## config.mk

```make
export PLATFORM = sky130hd
export DESIGN_NAME = fsp_flash_control
export DESIGN_NICKNAME = d
export VERILOG_FILES = /design/src/fsp_pkg.sv /design/src/fsp_flash_control.sv
export SDC_FILE = /design/constraint.sdc
export NUM_CORES = 1
export LEC_CHECK = 0
export BUFFER_PORTS_ARGS = -buffer_cell sky130_fd_sc_hd__buf_4
export CAP_MARGIN = 30
export CORE_UTILIZATION = 32
export DETAILED_ROUTE_END_ITERATION = 7
export HOLD_SLACK_MARGIN = 0.1
export PLACE_DENSITY = 0.53
export SLEW_MARGIN = 40
export SYNTH_ARGS = -nofsm -noshare
export SYNTH_HDL_FRONTEND = slang
export SYNTH_SLANG_ARGS = --single-unit
```

## constraint.sdc

```tcl
create_clock -name clock_in -period 3.87 [get_ports clock_in]
set_input_delay 0 -clock clock_in [delete_from_list [all_inputs] [get_ports clock_in]]
set_output_delay 0 -clock clock_in [all_outputs]
set_load 0.01 [all_outputs]
```

## src/fsp_pkg.sv

```systemverilog
package fsp_pkg;

    // ************************************************************
    // Register map
    // ************************************************************
    localparam logic [3:0] REG_CONTROL_OFS  = 4'h0;
    localparam logic [3:0] REG_LOCKS_OFS    = 4'h4;
    localparam logic [3:0] REG_FUSE_OFS     = 4'h8;
    localparam logic [3:0] REG_STATUS_OFS   = 4'hC;
    localparam logic [7:0] CONTROL_RESET    = 8'h00;
    localparam logic [3:0] LOCKS_RESET      = 4'hF;

    // ************************************************************
    // Control register fields
    // ************************************************************
    localparam int CTL_IRQ_EN_BIT  = 7;
    localparam int CTL_BUSY_BIT    = 6;
    localparam int CTL_REEN_BIT    = 4;
    localparam int CTL_LOCK_BIT    = 3;
    localparam int CTL_PGWR_BIT    = 2;
    localparam int CTL_PGER_BIT    = 1;
    localparam int CTL_STEN_BIT    = 0;

    localparam logic [4:0] CMD_REENABLE = 5'h11;
    localparam logic [4:0] CMD_LOCKSET  = 5'h09;
    localparam logic [4:0] CMD_PGWRITE  = 5'h05;
    localparam logic [4:0] CMD_PGERASE  = 5'h03;
    localparam logic [4:0] CMD_BUFLOAD  = 5'h01;

    // ************************************************************
    // Timing
    // ************************************************************
    localparam int          CLK_NS          = 25;
    localparam int          STORE_WINDOW    = 4;
    localparam int          LOAD_WINDOW     = 3;
    localparam logic [2:0]  WINDOW_CYCLES   = 3'(STORE_WINDOW);
    localparam logic [2:0]  LOAD_CYCLES     = 3'(LOAD_WINDOW);
    localparam int          PROG_TIME_NS    = 4000000;
    localparam int          PROG_CYCLES_DEF = (PROG_TIME_NS + CLK_NS - 1) / CLK_NS;

    typedef enum logic [1:0] {
        FSP_IDLE,
        FSP_ARMED,
        FSP_PROG
    } fsp_state_e_t;

    typedef struct packed {
        logic                 start;
        logic [15:0]          addr;
        logic [7:0]           low_data;
        logic [7:0]           high_data;
        logic                 from_boot;
    } fsp_store_req_t;

    typedef struct packed {
        logic                 start;
        logic [15:0]          addr;
        logic                 from_boot;
    } fsp_load_req_t;

endpackage

```

## src/fsp_flash_control.sv

```systemverilog
// Function
// RULE1 - Lock bits only go programmed by software; clearing needs chip erase; code also clears them to LOCKS_RESET on system reset.
// RULE2 - General memory lock modes never restrict store or load program access.
// RULE3 - Application field: 10 blocks stores, 00 stores and boot loads, 01 loads.
// RULE4 - App modes 3,4 with boot vectors: mask interrupts while running application code.
// RULE5 - Boot field: 10 blocks stores, 00 stores and app loads, 01 loads.
// RULE6 - Boot modes 3,4 with app vectors: mask interrupts while running boot code.
// RULE7 - Reset vector is 0000 when fuse is 1, boot start when 0.
// RULE8 - Processor can never alter fuses; only external programming can.
// RULE9 - Control register 8 bits, reset zero, bit6 busy read-only, bit5 zero.
// RULE10 - Ready interrupt requested continuously while enabled, global flag set, store-enable low.
// RULE11 - Erase or write to read-while-write section sets busy and blocks that section.
// RULE12 - Busy clears on re-enable command after programming or on buffer load start.
// RULE13 - Re-enable plus store within four cycles; refused while erase or write runs.
// RULE14 - Re-enable written during buffer loading aborts and discards buffered data.
// RULE15 - Lock-set store programs boot locks from low working register; auto-clears.
// RULE16 - Load within three cycles of lock-set returns locks or fuses by pointer bit0.
// RULE17 - Page-write stores buffer to upper pointer page; halts CPU on protected section; code halts on no-read-while-write section.
// RULE18 - Page-erase erases upper pointer page, ignoring data registers; auto-clears.
// RULE19 - Store-enable alone loads working word into buffer, pointer bit0 ignored.
// RULE20 - Store-enable clears after store or four idle cycles; holds during programming.
// RULE21 - Only five command patterns act; any other pattern is ignored.
// RULE22 - Page buffer clears after page write, re-enable, and system reset.
// RULE23 - Erase or write into store-protected section is suppressed; command bits clear.
// RULE24 - Window starts after register write, down-counter clears command bits on expiry.
//
// Added by the designer: the register addresses and the Avalon-MM slave port.
module fsp_flash_control
    import fsp_pkg::*;
#(
    parameter int          PAGE_WORDS  = 64,
    parameter int          PAGE_BITS   = 6,
    parameter int          PROG_CYCLES = PROG_CYCLES_DEF,
    parameter logic [15:0] BOOT_START  = 16'h3800,
    parameter logic [15:0] NO_READ_WHILE_WRITE_SECTION_START  = 16'h3800
) (
    input  wire logic            clock_in,
    input  wire logic            resetn_in,
    input  wire logic [3:0]      avs_address_in,
    input  wire logic            avs_read_in,
    input  wire logic            avs_write_in,
    input  wire logic [31:0]     avs_writedata_in,
    input  wire logic [3:0]      avs_byteenable_in,
    output logic [31:0]          avs_readdata_out,
    output logic                 avs_waitrequest_out,
    input  wire fsp_store_req_t  store_req_in,
    input  wire fsp_load_req_t   load_req_in,
    output logic [7:0]           load_data_out,
    output logic                 load_special_out,
    output logic                 load_blocked_out,
    input  wire logic            global_irq_en_in,
    input  wire logic            vectors_in_boot_in,
    input  wire logic            exec_from_boot_in,
    input  wire logic [7:0]      fuse_bits_in,
    input  wire logic            chip_erase_in,
    output logic                 irq_mask_out,
    output logic                 ready_irq_out,
    output logic                 cpu_halt_out,
    output logic                 section_blocked_out,
    output logic [15:0]          reset_vector_out,
    output logic                 flash_erase_out,
    output logic                 flash_write_out,
    output logic [15:0]          flash_page_addr_out,
    output logic [15:0]          flash_wdata_out,
    output logic [PAGE_BITS-1:0] flash_word_out
);

    // ************************************************************
    // State
    // ************************************************************
    typedef struct packed {
        fsp_state_e_t         st;
        logic [7:0]           ctl;
        logic [2:0]           window;
        logic [2:0]           load_win;
        logic [31:0]          prog_cnt;
        logic                 prog_no_read_while_write_section;
        logic [3:0]           locks;
        logic                 loading;
        logic [PAGE_WORDS-1:0] valid;
        logic                 ack;
        logic [31:0]          rdata;
        logic [7:0]           ldata;
        logic                 lspec;
        logic                 erase;
        logic                 wr;
        logic [15:0]          page;
        logic [15:0]          wdata;
        logic [PAGE_BITS-1:0] word;
        logic [PAGE_BITS:0]   wptr;
    } fsp_regs_t;

    fsp_regs_t r;
    fsp_regs_t next_r;
    logic [15:0] buf_mem [PAGE_WORDS];
    logic        buf_we;
    logic [PAGE_BITS-1:0] buf_idx;
    logic [PAGE_BITS-1:0] wr_idx;
    logic        app_no_store;
    logic        app_no_load;
    logic        boot_no_store;
    logic        boot_no_load;
    logic        tgt_boot;
    logic        acc_ctl;
    logic [4:0]  cmd;
    logic [7:0]  wbyte;

    // ************************************************************
    // Protection decode (general lock modes have no input here)
    // ************************************************************
    assign app_no_store  = ~r.locks[0];                              // RULE3 RULE2
    assign app_no_load   = ~r.locks[1];                              // RULE3
    assign boot_no_store = ~r.locks[2];                              // RULE5
    assign boot_no_load  = ~r.locks[3];                              // RULE5
    assign tgt_boot      = store_req_in.addr[15:1] >= BOOT_START[15:1];

    always_comb begin
        // Loads across sections only; each side reads itself freely
        if (load_req_in.addr >= BOOT_START) begin
            load_blocked_out = ~load_req_in.from_boot & boot_no_load;   // RULE5
        end else begin
            load_blocked_out = load_req_in.from_boot & app_no_load;     // RULE3
        end
        // Busy covers the whole read-while-write section, not one lock field
        if (r.ctl[CTL_BUSY_BIT] && load_req_in.addr < NO_READ_WHILE_WRITE_SECTION_START) begin
            load_blocked_out = 1'b1;                                    // RULE11
        end
    end

    // Modes 3 and 4 share bit hi programmed
    assign irq_mask_out = (~r.locks[1] & vectors_in_boot_in & ~exec_from_boot_in)   // RULE4
                        | (~r.locks[3] & ~vectors_in_boot_in & exec_from_boot_in);  // RULE6
    assign ready_irq_out = r.ctl[CTL_IRQ_EN_BIT] & global_irq_en_in
                         & ~r.ctl[CTL_STEN_BIT];                                    // RULE10
    // Fuse is an input only; nothing here can write it
    assign reset_vector_out = fuse_bits_in[0] ? 16'h0000 : BOOT_START;              // RULE7 RULE8
    assign section_blocked_out = r.ctl[CTL_BUSY_BIT];                               // RULE11
    assign cpu_halt_out = (r.st == FSP_PROG) & r.prog_no_read_while_write_section;                         // RULE17

    assign acc_ctl = avs_address_in == REG_CONTROL_OFS;
    assign wbyte   = avs_writedata_in[7:0];
    assign cmd     = wbyte[4:0];
    assign avs_waitrequest_out = (avs_read_in | avs_write_in) & ~r.ack;
    assign avs_readdata_out    = r.rdata;
    assign load_data_out       = r.ldata;
    assign load_special_out    = r.lspec;
    assign flash_erase_out     = r.erase;
    assign flash_write_out     = r.wr;
    assign flash_page_addr_out = r.page;
    assign flash_wdata_out     = r.wdata;
    assign flash_word_out      = r.word;

    // ************************************************************
    // Sequencer
    // ************************************************************
    always_comb begin
        next_r        = r;
        next_r.ack    = 1'b0;
        next_r.erase  = 1'b0;
        next_r.wr     = 1'b0;
        next_r.lspec  = 1'b0;
        buf_we        = 1'b0;
        buf_idx       = store_req_in.addr[PAGE_BITS:1];                // RULE19
        wr_idx        = r.wptr[PAGE_BITS-1:0];
        if (chip_erase_in) begin
            next_r.locks = LOCKS_RESET;                                 // RULE1
        end
        if (r.load_win != 3'h0) begin
            next_r.load_win = r.load_win - 3'h1;
        end
        if ((avs_read_in | avs_write_in) & ~r.ack) begin
            next_r.ack = 1'b1;
            case (avs_address_in)
                REG_CONTROL_OFS: next_r.rdata = {24'h0, r.ctl & 8'hDF};     // RULE9
                REG_LOCKS_OFS:   next_r.rdata = {24'h0, 2'b11, r.locks, 2'b11};
                REG_FUSE_OFS:    next_r.rdata = {24'h0, fuse_bits_in};
                REG_STATUS_OFS:  next_r.rdata = {30'h0, r.loading, r.st == FSP_PROG};
                default:         next_r.rdata = 32'h0;
            endcase
        end
        case (r.st)
            FSP_IDLE, FSP_ARMED: begin
                if (r.st == FSP_ARMED) begin
                    next_r.window = r.window - 3'h1;                         // RULE24
                    if (r.window == 3'h1) begin
                        next_r.ctl[4:0] = 5'h00;                             // RULE20 RULE24
                        next_r.st       = FSP_IDLE;
                    end
                end
                if (r.st == FSP_ARMED && store_req_in.start) begin
                    next_r.ctl[4:0] = 5'h00;                                 // RULE20
                    next_r.st       = FSP_IDLE;
                    case (r.ctl[4:0])
                        CMD_BUFLOAD: begin
                            buf_we              = 1'b1;                      // RULE19
                            next_r.loading      = 1'b1;
                            next_r.valid[buf_idx] = 1'b1;
                            next_r.ctl[CTL_BUSY_BIT] = 1'b0;                 // RULE12
                        end
                        CMD_REENABLE: begin
                            next_r.ctl[CTL_BUSY_BIT] = 1'b0;                 // RULE12 RULE13
                            next_r.valid   = '0;                             // RULE14 RULE22
                            next_r.loading = 1'b0;
                        end
                        CMD_LOCKSET: begin
                            // Ones never unprogram a lock bit
                            next_r.locks = r.locks & store_req_in.low_data[5:2];  // RULE15 RULE1
                        end
                        CMD_PGERASE, CMD_PGWRITE: begin
                            next_r.page      = {store_req_in.addr[15:PAGE_BITS+1],
                                                {(PAGE_BITS+1){1'b0}}};       // RULE17 RULE18
                            next_r.prog_no_read_while_write_section = store_req_in.addr >= NO_READ_WHILE_WRITE_SECTION_START;
                            next_r.wptr      = '0;
                            if ((tgt_boot & boot_no_store)
                                    | (~tgt_boot & app_no_store)) begin
                                next_r.ctl[4:0] = 5'h00;                     // RULE23
                            end else begin
                                next_r.ctl[4:0] = r.ctl[4:0];                // RULE20
                                next_r.st       = FSP_PROG;
                                next_r.prog_cnt = 32'(PROG_CYCLES);
                                if (store_req_in.addr < NO_READ_WHILE_WRITE_SECTION_START) begin
                                    next_r.ctl[CTL_BUSY_BIT] = 1'b1;         // RULE11
                                end
                            end
                        end
                        default: begin
                        end
                    endcase
                end
                if (r.st == FSP_ARMED && load_req_in.start && r.load_win != 3'h0
                        && r.ctl[4:0] == CMD_LOCKSET) begin
                    next_r.lspec = 1'b1;                                     // RULE16
                    next_r.ldata = load_req_in.addr[0] ? fuse_bits_in
                                 : {2'b11, r.locks, 2'b11};
                end
                if (avs_write_in & ~r.ack & acc_ctl & avs_byteenable_in[0]) begin
                    next_r.ctl[CTL_IRQ_EN_BIT] = wbyte[CTL_IRQ_EN_BIT];
                    if (cmd == CMD_BUFLOAD || cmd == CMD_LOCKSET
                            || cmd == CMD_PGWRITE || cmd == CMD_PGERASE
                            || cmd == CMD_REENABLE) begin                    // RULE21
                        next_r.ctl[4:0] = cmd;
                        next_r.st       = FSP_ARMED;
                        next_r.window   = WINDOW_CYCLES;                     // RULE24
                        next_r.load_win = LOAD_CYCLES;
                        if (cmd == CMD_REENABLE && r.loading) begin
                            next_r.valid   = '0;                             // RULE14
                            next_r.loading = 1'b0;
                        end
                    end
                end
            end
            FSP_PROG: begin
                // Store-enable and command stay high until the array is done
                if (avs_write_in & ~r.ack & acc_ctl & avs_byteenable_in[0]) begin
                    next_r.ctl[CTL_IRQ_EN_BIT] = wbyte[CTL_IRQ_EN_BIT];      // RULE13
                end
                if (r.ctl[CTL_PGWR_BIT]) begin
                    // Page is cut short if PROG_CYCLES is below PAGE_WORDS
                    if (r.wptr != (PAGE_BITS+1)'(PAGE_WORDS)) begin
                        next_r.wr    = 1'b1;                                 // RULE17
                        next_r.word  = wr_idx;
                        next_r.wdata = r.valid[wr_idx] ? buf_mem[wr_idx] : 16'hFFFF;
                        next_r.wptr  = r.wptr + (PAGE_BITS+1)'(1);
                    end
                end else begin
                    next_r.erase = r.prog_cnt == 32'(PROG_CYCLES);           // RULE18
                end
                next_r.prog_cnt = r.prog_cnt - 32'h1;
                if (r.prog_cnt == 32'h1) begin
                    next_r.st       = FSP_IDLE;
                    next_r.ctl[4:0] = 5'h00;                                 // RULE20
                    if (r.ctl[CTL_PGWR_BIT]) begin
                        next_r.valid   = '0;                                 // RULE22
                        next_r.loading = 1'b0;
                    end
                end
            end
            default: next_r.st = FSP_IDLE;
        endcase
    end

    always_ff @(posedge clock_in or negedge resetn_in) begin
        if (!resetn_in) begin
            r       <= '0;
            r.st    <= FSP_IDLE;
            r.ctl   <= CONTROL_RESET;                                        // RULE9
            r.locks <= LOCKS_RESET;
        end else begin
            r <= next_r;
        end
    end

    // Buffer words; reset clears only the valid map
    always_ff @(posedge clock_in) begin
        if (buf_we) begin
            buf_mem[buf_idx] <= {store_req_in.high_data, store_req_in.low_data};
        end
    end
endmodule // fsp_flash_control

```

=== After elaboration in Yosys (flattened, before gate mapping) ===
Memories as Yosys holds them, arrays and structs flattened.
Index checks and enable logic that the tools add are counted.

* $lt $le $gt $ge: 8
* $add $sub $neg: 4
* Reduce and logical (&&, ||, !) cells: 28
* Multiplexer cells: 66
* Eq/ne operators: 29
* Bitwise gates (word level): 30

{| class="wikitable"
|+ Operators with widths
! operator !! count
|-
| $mux W65 || 5
|-
| $pmux W65 S2 || 2
|-
| $mux W102 || 1
|-
| $mux W33 || 2
|-
| $or A64 B64 Y64 || 1
|-
| $pmux W32 S2 || 1
|-
| $eq A32 B1 Y1 const B || 1
|-
| $eq A32 B18 Y1 const B || 1
|-
| $ge A16 B14 Y1 const B || 2
|-
| $lt A16 B14 Y1 const B || 2
|-
| $mux W32 || 1
|-
| $pmux W8 S4 || 1
|-
| $sub A32 B1 Y32 const B || 1
|-
| $mux W7 || 4
|-
| $mux W5 || 5
|-
| $mux W11 || 2
|-
| $mux W1 || 17
|-
| $mux W16 || 1
|-
| $mux W2 || 8
|-
| $mux W8 || 2
|-
| $and A1 B1 Y1 || 15
|-
| $ge A15 B13 Y1 const B || 1
|-
| $lt A6 B7 Y1 const B || 2
|-
| $mux W14 || 1
|-
| 38 further kinds || 86
|}

* Bits of input ports: 108
* Output and inout port bits: 103
* Register bits: 199
* Bits in writable memories: 1024
* Memories: 1

{| class="wikitable"
|+ Memory list
! name !! words !! width !! rd ports !! clocked after memory_dff !! write ports !! line !! RTL
|-
| buf_mem || 64 || 16 || 1 || 0 || 1 || fsp_flash_control.sv:95 || <nowiki>logic [15:0] buf_mem [PAGE_WORDS];</nowiki>
|}

=== Depth between registers and ports, before layout ===
Gate-level depths: netlist of the first run.

* Word-level depth: 11
* Mapped depth: 13
* Gate-level depth less buffers: 8

=== Least setup slack after synthesis of the first run ===
Ideal clock, no wire load.

* Path type: flip-flop to flip-flop
* Start point: register r[1] (netlist name)
* End point: register r (netlist bit flash_wdata_out[0])
* Setup slack: 0.381 ns
* Required time: 3.805 ns
* Library setup time: 0.065 ns
* Cell stages (with the launch flop): 14
* Period minus slack after synthesis: 3.489 ns
* Arrival time: 3.424 ns
* Path through: dfrtp_1 > buf_2 > clkbuf_1 > buf_2 > inv_1 > buf_1 > clkbuf_1 > ha_1 > nor4bb_1 > a211oi_1 > nor3b_1 > a2bb2oi_1 > clkbuf_1 > o22a_1

* Word-level cells in the longest chain between the ends: 3
* Elaborated cells between the ends (all ways): 6
* Classes of those cells: 1 x eq/ne; 3 x mux; 1 x reduce/logical; 1 x memory

{| class="wikitable"
|+ RTL lines
! item !! line !! RTL
|-
| start: declaration || fsp_flash_control.sv:93 || <nowiki>fsp_regs_t r;</nowiki>
|-
| start signal: assignment || fsp_flash_control.sv:289 || <nowiki>r <= next_r;</nowiki>
|-
| $bmux W1 S6 || fsp_flash_control.sv:262 || <nowiki>next_r.wdata = r.valid[wr_idx] ? buf_mem[wr_idx] : 16'hFFFF;</nowiki>
|-
| $mux W1 (not written as such) || fsp_flash_control.sv:262 ||
|-
| $mux W16 || fsp_flash_control.sv:262 ||
|}

Several ways; a longest one is shown, not always the timed one. The select of a mux whose other input is x is not followed.
A chain may end at the register's enable or synchronous reset.

=== Worst setup path after layout of the first run ===
* Start point: register r[199] (netlist name)
* End point: memory buf_mem[50][10] (enable)

* Word-level cells in the longest chain between the ends: 6

{| class="wikitable"
|+ RTL lines
! item !! line !! RTL
|-
| $eq A5 B1 Y1 || fsp_flash_control.sv:193 || <nowiki>case (r.ctl[4:0])</nowiki>
|-
| $mux W1 || fsp_flash_control.sv:193 ||
|-
| $mux W1 || fsp_flash_control.sv:190 || <nowiki>if (r.st == FSP_ARMED && store_req_in.start) begin</nowiki>
|-
| $mux W1 || fsp_flash_control.sv:181 || <nowiki>case (r.st)</nowiki>
|-
| $mux W1 || fsp_flash_control.sv:295 || <nowiki>if (buf_we) begin</nowiki>
|-
| $mux W1 (not written as such) || fsp_flash_control.sv:296 || <nowiki>buf_mem[buf_idx] <= {store_req_in.high_data, store_req_in.low_data};</nowiki>
|-
| end: declaration || fsp_flash_control.sv:95 ||
|}

Every way passes these cells.

==> flow_summary.ini, run 1 <==
[run_status]
status = finished, final reports clean

[synth]
avgSynthCellArea_um2 = 18.4
yosys.area.top_type_share = 0.642
async_reset_ff_frac = 0.146
synth-main-ff-cell = edfxtp_1
syn_area_mm2 = 0.0479
ys_ff_latch = 1199
synth_edf_count = 1024
yosysWarnings = 0
synthTopCellsByArea = edfxtp_1 64%, mux4_2 11%, dfrtp_1 8.9%
yosys.area.top_type = edfxtp_1
ys_seq_area_frac = 0.733
yosysUniqueCellTypes = 66
synthCells = 2597

[global_routing]
grt_pass1_vias = 26400
grt.overflow.total = 0
track_usage = 0.165
grt_pass1_wl_mm = 182
grt_max_degree = 131
antenna_found_initial = 4

[worst_setup_path]
crit_arrival_ps = 3930
rr_worst_depth = 6
start_kind = flop
endpoint_kind = flop
path_class = reg -> reg
cp_top_family = simple AND/OR/NAND/NOR gates
cp_data_required_time_ps = 4320
crit_fanout = 13
reg2reg_slack_ps = 400
slowest_stage = nor2_1
critPathMostFrequentCell = nor2_1
worstReg2RegEnd = buf_mem[50][10]$_DFFE_PP_
reg2reg_from = r[199]$_DFFE_PN0P_
critical-path-max-stage-delay_ps = 610
critical_path_depth = 6
crit_buf_inv = 1
path_cells = or3b_2 -> or3_1 -> nor2_1 -> nand3_1 -> nor2_1 -> buf_4

[hold_path]
hold_depth = 4
hp-start = store_req_in[31]
hold_path_class = in -> reg
min_to = r[158]$_DFFE_PN0P_

[timing]
fin_skew_ps = 72.6
fmax_ghz = 0.288
setup_ws_ps = 397
finalHoldViolCount = 0
worst_pin_slew_ps = 914
finalMaxSlewViolations = 0
fin_crit_ps = 3470
setup_viol = 0
setup_tns_ps = 0
max_slew_margin = 0.391
post-route-period-util = 0.897
rsz0062_at_grt = no

[final_layout]
finalNetCount = 3028
regArea_mm2 = 0.0351
multiInputGateArea_mm2 = 0.0116
fin_cells = 4953
post-route-util = 0.383
fill_cells = 13400
synthToLayoutAreaGrowth_pct = 18.4
drive_gt1_frac = 0.258

[floorplanning]
die_x_um = 389
initial_utilization = 0.323
io_pins = 211
fp-row-count = 141
die_h_um = 389
coreArea_mm2 = 0.148
dieArea_mm2 = 0.151

[clock_network]
cts-resized-gates = 0
htree_levels = 3
cts_tree = yes
clkSinkCount = 1199
cts_inserted_buffers = 121
post_cts_buffers = 0
insertion_delay_ps = 780
clockBufferDepth = 3
clock-root-buffer = clkbuf_16
clk_pin_slew_worst_paths_ps = 60

[power_and_ir_drop]
clkPwrFrac = 0.446
sw_frac_of_total = 0.210
power_density_mw_per_mm2 = 468
p_comb_frac = 0.024
internal_power_uw = 21000
p_leak_uw = 0.0193
pwr-share-seq = 0.530
p_sw_uw = 5570
peakVddDrop_mv = 0.386

[placed_design]
dpl.cell_count = 4608
gp_congestion = 0.796
place_ws_ps = 548
io_buffers = 125
dp_hpwl_mm = 74.8

[routing]
drc = 0
wire_per_inst_um = 25.3
wl_mm = 125
routed_via_density = 5.18
dr.pass1.iters = 5
dr.first_iter.drc_count = 2411
ant_nets = 0
vias = 25700

[flow_run]
drv_cap = 0
power groups by stage:
stage	registers, uW	logic [uW]	clock network [uW]
2_1_floorplan	14300	210	0
3_3_place_gp	14400	521	0
3_5_place_dp	14400	556	0
4_1_cts	14100	639	12100
5_1_grt	14100	694	12600
6_report	14100	636	11900
layer usage:
metal	part of all wire	GRT usage	wire (um)	vias up
met4	0.022	0.0405	2720	2
met5	0.00010	0	13	-
met1	0.43	0.226	54300	13600
met2	0.48	0.268	59600	886
met3	0.070	0.0358	8760	171
li1	-	-	-	11000
worst max path at each step:
stage / startpoint / endpoint / slack, ps
6_report: r[199]$_DFFE_PN0P_ / buf_mem[50][10]$_DFFE_PP_ / 400
4_1_cts: r[187]$_DFFE_PN0P_ / r[199]$_DFFE_PN0P_ / 410
3_5_place_dp: r[199]$_DFFE_PN0P_ / buf_mem[49][15]$_DFFE_PP_ / 550
2_1_floorplan: r[1]$_DFFE_PN0P_ / flash_wdata_out[0]$_DFFE_PN0P_ / 380
3_3_place_gp: r[199]$_DFFE_PN0P_ / buf_mem[49][1]$_DFFE_PP_ / 580
5_1_grt: r[199]$_DFFE_PN0P_ / load_data_out[0]$_DFFE_PN0P_ / 130
logic make-up (layout without fill, tap and decap cells):
logic type	Yosys count	count (layout)	share of synthesized area
xor gates and xnor gates	10	10	0.00183
other	1	48	0.0000783
buffers and inverters	262	641	0.0291
adders and majority gates	10	10	0.00256
muxes	400	400	0.147
DFF	1199	1199	0.733
and+or+nand+nor	357	357	0.0353
AOI/OAI and AO/OA	358	358	0.0508
tightest hold or removal path, stage by stage:
cell	delay [ps]
dlygate4sd3_1	530
buf_4	100
a311oi_1	90
a21oi_1	160
state kept, by name (all words and copies together) (netlist names):
signal               flops
avs_readdata_out         8
buf_mem               1024
flash_erase_out          1
flash_page_addr_out      9
flash_wdata_out         16
flash_word_out           6
flash_write_out          1
load_data_out            8
load_special_out         1
r                      124
section_blocked_out      1
layout by cell type (no fill, tap or decap), types with 9 or more instances in the layout:
cell           count
a211oi_1          17
a21oi_1          104
a221o_1           15
a22o_1            26
a22oi_1           30
buf_12            15
buf_4            261
bufinv_16         13
clkbuf_1          28
clkbuf_16        122
clkinv_1          22
clkinv_2          29
conb_1            44
dfrtp_1          167
dlygate4sd3_1    108
edfxtp_1        1024
ha_1               9
inv_1             17
mux2_2            46
mux2i_1          116
mux4_2           238
nand2_1           52
nand2b_1          11
nand3_1           25
nand3b_1           9
nor2_1           162
nor3_1            15
o21ai_0           46
o221ai_1          16
o22a_1            15
o22ai_1           33
o41ai_1            9
or3_1             15
cell type report:
cell class / instances / share of cell area
well taps: 1930 / 0.0426
inverters: 20 / 0.00132
repair buffers: 390 / 0.0606
multi-input cells: 1179 / 0.205
clock inverters: 78 / 0.0151
diodes: 4 / 0.000176
clock buffers: 153 / 0.0562
flip-flops and latches: 1199 / 0.619
cells in the mapped netlist, types with 9 or more instances:
master and number:
nand3_1 25, ha_1 9, nor2_1 164, buf_2 27, o221ai_1 16, nand3b_1 9, clkbuf_1 89, o21ai_0 46
nor3_1 17, buf_4 99, dfrtp_1 171, a21oi_1 104, mux4_2 238, mux2i_1 116, inv_1 18, nand2_1 52
a221o_1 15, o41ai_1 9, a22o_1 26, nand2b_1 17, a211oi_1 18, o22a_1 15, edfxtp_1 1024, o22ai_1 33
buf_1 26, nor2b_1 10, mux2_2 46, a22oi_1 30, or3_1 15
timing repair:
action	in CTS	in global routing
hold buffers	108	0
endpoints found under the hold margin	1337	0
endpoints found under the setup margin	0	0
stage by stage:
stage | hold slack [ps] | cell area [um2] | total power [uW]
finish | 213 | 56700 | 26600
global route | 194 | 56700 | 27400
CTS | 154 | 56700 | 26900
detailed placement | 78.5 | 51500 | 14900
global placement | 237 | 51500 | 14900
floorplan | -296 | 48100 | 14600
No activity file was read; power rests on OpenSTA's default activity.
==> run 2: changes to the inputs <==
--- a/config.mk
+++ b/config.mk
@@ -8,3 +8,2 @@
 export BUFFER_PORTS_ARGS = -buffer_cell sky130_fd_sc_hd__buf_4
-export CAP_MARGIN = 30
 export CORE_UTILIZATION = 32
@@ -13,2 +12,3 @@
 export PLACE_DENSITY = 0.53
+export RECOVER_POWER = 25
 export SLEW_MARGIN = 40
--- a/constraint.sdc
+++ b/constraint.sdc
@@ -3,2 +3,2 @@
 set_output_delay 0 -clock clock_in [all_outputs]
-set_load 0.01 [all_outputs]
+set_load 0.1 [all_outputs]
==> run 2 against run 1 <==
Compared with the run above:
- the flow now finishes with violations (max-capacitance violations, max-slew violations)
- final cell count about the same
- via count about the same
- global-route usage unchanged
- utilization down 0.066 points
- die area unchanged
- sequential share of layout area up 0.11 points
- setup slack worse by 97 ps
- largest cell class unchanged
- highest routed layer unchanged
==> flow_summary.ini, run 2 (synthesis results as in run 1) <==
[run_status]
status = complete, but fails checks
violations = max-capacitance violations, max-slew violations

[routing]
wire_per_inst_um = 25.4
drc = 0
dr.first_iter.drc_count = 2364
routed_via_density = 5.18
wl_mm = 126
ant_nets = 0
vias = 25700
dr.pass1.iters = 5

[worst_setup_path]
start_kind = input pin
cp_data_required_time_ps = 4530
crit_fanout = 65
path_class = in -> reg
crit_arrival_ps = 4230
endpoint_kind = flop

[global_routing]
grt_pass1_wl_mm = 182
antenna_found_initial = 5
track_usage = 0.165
grt.overflow.total = 0
grt_max_degree = 131
grt_pass1_vias = 26400

[clock_network]
cts_tree = yes
clockBufferDepth = 3
clk_pin_slew_worst_paths_ps = 60
clock-root-buffer = clkbuf_16
cts-resized-gates = 0
clkSinkCount = 1199
cts_inserted_buffers = 121
htree_levels = 3
insertion_delay_ps = 780

[timing]
fmax_ghz = 0.280
finalMaxSlewViolations = 893
fin_skew_ps = 72.7
setup_ws_ps = 300
setup_viol = 0
rsz0062_at_grt = no
post-route-period-util = 0.923
worst_pin_slew_ps = 3750
setup_tns_ps = 0
max_slew_margin = -1.50
finalHoldViolCount = 0
fin_crit_ps = 3570

[hold_path]
hold_path_class = in -> reg

[placed_design]
gp_congestion = 0.796
dpl.cell_count = 4608
place_ws_ps = 548
io_buffers = 125
dp_hpwl_mm = 74.8

[final_layout]
finalNetCount = 3028
mostFrequentLayoutCells = 1024 x edfxtp_1, 251 x buf_4, 238 x mux4_2, 167 x dfrtp_1, 162 x nor2_1
final_common_cell = edfxtp_1
fill_cells = 13500
fin_cells = 4952
largest_reg_flops = 1024
drive_gt1_frac = 0.253
post-route-util = 0.382
regMostFlops = buf_mem
synthToLayoutAreaGrowth_pct = 18.2

[floorplanning]
dieArea_mm2 = 0.151
die_x_um = 389
coreArea_mm2 = 0.148
initial_utilization = 0.323
fp-row-count = 141
io_pins = 211
die_h_um = 389

[power_and_ir_drop]
p_leak_uw = 0.0192
power_density_mw_per_mm2 = 474
peakVddDrop_mv = 0.388

[flow_run]
drv_cap = 15
-- run 2: changes by cell type in the layout (fill, tap and decap cells not counted), sizes merged --
cell | before | now
buf | 281 | 265
clkbuf | 154 | 168
clkdlybuf4s25 | 0 | 2
diode | 4 | 3
-- run 2: layout make-up --
| cell class | count | area, um2 | share of cell area |
|---|---|---|---|
| flip-flops and latches | 1199 | 35100 | 0.620 |
| repair buffers | 390 | 3340 | 0.0590 |
| diodes | 3 | 7.51 | 0.000133 |
| clock buffers | 153 | 3190 | 0.0563 |
| multi-input cells | 1179 | 11600 | 0.205 |
| clock inverters | 78 | 856 | 0.0151 |
| inverters | 20 | 75.1 | 0.00133 |
| well taps | 1930 | 2410 | 0.0426 |
-- run 2: path summary, 6_finish.rpt --
check	cells after the start	endpoint	slack, ps	from
hold / removal	4	r[158]$_DFFE_PN0P_	210	store_req_in[31]
max in group asynchronous	4	r[178]$_DFFE_PN0P_	2580	resetn_in
hold reg to reg	1	r[190]$_DFFE_PN0P_	490	r[190]$_DFFE_PN0P_
min in group asynchronous	3	flash_page_addr_out[10]$_DFFE_PN0P_	440	resetn_in
setup / recovery	5	r[154]$_DFF_PN1_	300	store_req_in[11]
setup reg to reg	7	load_data_out[0]$_DFFE_PN0P_	400	r[199]$_DFFE_PN0P_
-- run 2: where the power goes --
group	leakage (uW)	internal (uW)	switching (uW)	total (uW)
registers	0.0114	14100	25.0	14100
clock network	0.00197	6740	5120	11900
logic	0.00583	191	676	867
total	0.0192	21000	5820	26800
-- run 2: per-layer routing --
metal,part of all wire,up-vias,global-route usage
met2,0.48,893,0.268
met1,0.43,13600,0.226
li1,-,11000,-
met3,0.070,165,0.0358
met4,0.021,2,0.0405
met5,0.00010,-,0
-- run 2: timing repair --
action                     CTS  global route
hold endpoints to repair  1337             0
buffers inserted             0             0
hold buffers               108             0
-- run 2: stage by stage --
step	hold slack [ps]	power, uW	area (um2)
2_1_floorplan	-296	14800	48100
3_3_place_gp	237	15100	51500
3_5_place_dp	78.5	15200	51500
4_1_cts	154	27100	56700
5_1_grt	194	27600	56600
6_report	214	26800	56600
-- run 2: critical path: stages --
cell and delay, ps:
dlygate4sd3_1 530, clkdlybuf4s25_1 2510, o21ai_0 330, nand2_1 160
dlygate4sd3_1 570
==> run 3: changes to the inputs <==
SLEW_MARGIN = 20   (was 40)
clock period = 4.49 ns   (was 3.87 ns; I/O delays follow)
==> run 3 against run 2 <==
Compared with the run above:
- the flow still finishes with violations (max-capacitance violations, max-slew violations)
- global-route usage shrank 0.083 points
- critical path depth did not move
- sequential power shrank 13%
- die area stayed put
- largest power group unchanged
==> flow_summary.ini, run 3 (synthesis results as in run 1) <==
[final_layout]
mostFrequentLayoutCells = 1024 x edfxtp_1, 238 x mux4_2, 223 x buf_4, 167 x dfrtp_1, 162 x nor2_1
drive_gt1_frac = 0.241
final_common_cell = edfxtp_1
regMostFlops = buf_mem
synthToLayoutAreaGrowth_pct = 18.0
largest_reg_flops = 1024
finalNetCount = 3016

[routing]
dr.first_iter.drc_count = 2437
vias = 25700
wire_per_inst_um = 25.3
dr.pass1.iters = 8
ant_nets = 0
drc = 0
routed_via_density = 5.20
wl_mm = 125

[global_routing]
grt_max_degree = 93
grt.overflow.total = 0
grt_pass1_vias = 26000
grt_pass1_wl_mm = 181
track_usage = 0.164
antenna_found_initial = 1

[worst_setup_path]
crit_arrival_ps = 4250
reg2reg_from = r[187]$_DFFE_PN0P_
start_kind = input pin
crit_fanout = 65
worstReg2RegEnd = r[116]$_DFFE_PN0P_
rr_worst_depth = 7
path_class = in -> reg
endpoint_kind = flop
reg2reg_slack_ps = 980
cp_data_required_time_ps = 5180

[timing]
rsz0062_at_grt = no
setup_tns_ps = 0
worst_pin_slew_ps = 3690
fin_skew_ps = 37.7
finalHoldViolCount = 0
setup_viol = 0
finalMaxSlewViolations = 912
setup_ws_ps = 931
post-route-period-util = 0.793
fin_crit_ps = 3560
fmax_ghz = 0.281
max_slew_margin = -1.46

[clock_network]
cts_tree = yes
clockBufferDepth = 3
cts_inserted_buffers = 130
cts-resized-gates = 0
insertion_delay_ps = 760
htree_levels = 4
clk_pin_slew_worst_paths_ps = 60
clock-root-buffer = clkbuf_16
clkSinkCount = 1199
post_cts_buffers = 0
ctsHoldBuffers = 122

[hold_path]
hold_path_class = in -> reg
hp-start = store_req_in[31]
min_to = r[158]$_DFFE_PN0P_
hold_depth = 4

[placed_design]
dp_hpwl_mm = 73.0
place_ws_ps = 1020
gp_congestion = 0.806
io_buffers = 125

[floorplanning]
dieArea_mm2 = 0.151
io_pins = 211
die_h_um = 389
die_x_um = 389
coreArea_mm2 = 0.148
initial_utilization = 0.323
fp-row-count = 141

[power_and_ir_drop]
p_leak_uw = 0.0192
peakVddDrop_mv = 0.287
power_density_mw_per_mm2 = 412

[run_status]
status = complete, but fails checks
violations = max-capacitance violations, max-slew violations

[flow_run]
drv_cap = 14
==> run 3: changes by cell type in the layout (fill, tap and decap cells not counted), sizes merged, moves of 2 or more <==
cell           change
clkdlybuf4s25      -2
clkinvlp           -3
clkbuf            +17
clkinv             -4
bufinv             -8
buf               -32
inv                +5
dlygate4sd3       +13
==> run 3: per-stage QoR <==
step           cells  hold slack [ps]  cell area (um2)  total power [uW]   util
2_1_floorplan   2640             -296            48100             12800      -
3_3_place_gp    4575              126            51200             13000  0.345
3_5_place_dp    4575              152            51200             13100  0.345
4_1_cts         4935              108            56600             23500  0.382
5_1_grt         4935              185            56500             24000  0.381
6_report        4937              179            56500             23300  0.381
==> run 3: power breakdown <==
part | switching [uW] | total, uW | internal [uW]
combinational | 579 | 746 | 168
clock | 4460 | 10400 | 5900
sequential | 21.8 | 12200 | 12100
==> run 3: worst max path at each step <==
stage,from,to,slack [ps]
floorplan,r[1]$_DFFE_PN0P_,flash_wdata_out[0]$_DFFE_PN0P_,1000
global placement,r[1]$_DFFE_PN0P_,flash_wdata_out[5]$_DFFE_PN0P_,1050
detailed placement,r[187]$_DFFE_PN0P_,r[147]$_DFFE_PN0P_,1020
CTS,r[187]$_DFFE_PN0P_,r[115]$_DFFE_PN0P_,990
global route,store_req_in[13],r[156]$_DFF_PN1_,740
finish,store_req_in[13],r[156]$_DFF_PN1_,930
==> run 3: critical path: stages <==
cell,delay (ps)
dlygate4sd3_1,530
clkbuf_1,2570
o21ai_0,360
nand2_1,180
dlygate4sd3_1,560
==> run 3: area by class of cell <==
| type | count | area [um2] |
|---|---|---|
| fill | 13400 | 91700 |
| antenna | 2 | 5.00 |
| inverter | 20 | 75.1 |
| multi-input combinational | 1179 | 11600 |
| sequential | 1199 | 35100 |
| clock inverter | 68 | 627 |
| clock buffer | 170 | 3520 |
| tap | 1930 | 2410 |
| timing repair buffer | 369 | 3160 |
==> run 3: per-layer routing <==
layer  global-route usage  wire length, um
met1                0.236            55300
met2                0.257            58200
met3               0.0276             8540
met4               0.0468             2660
met5                    0                0
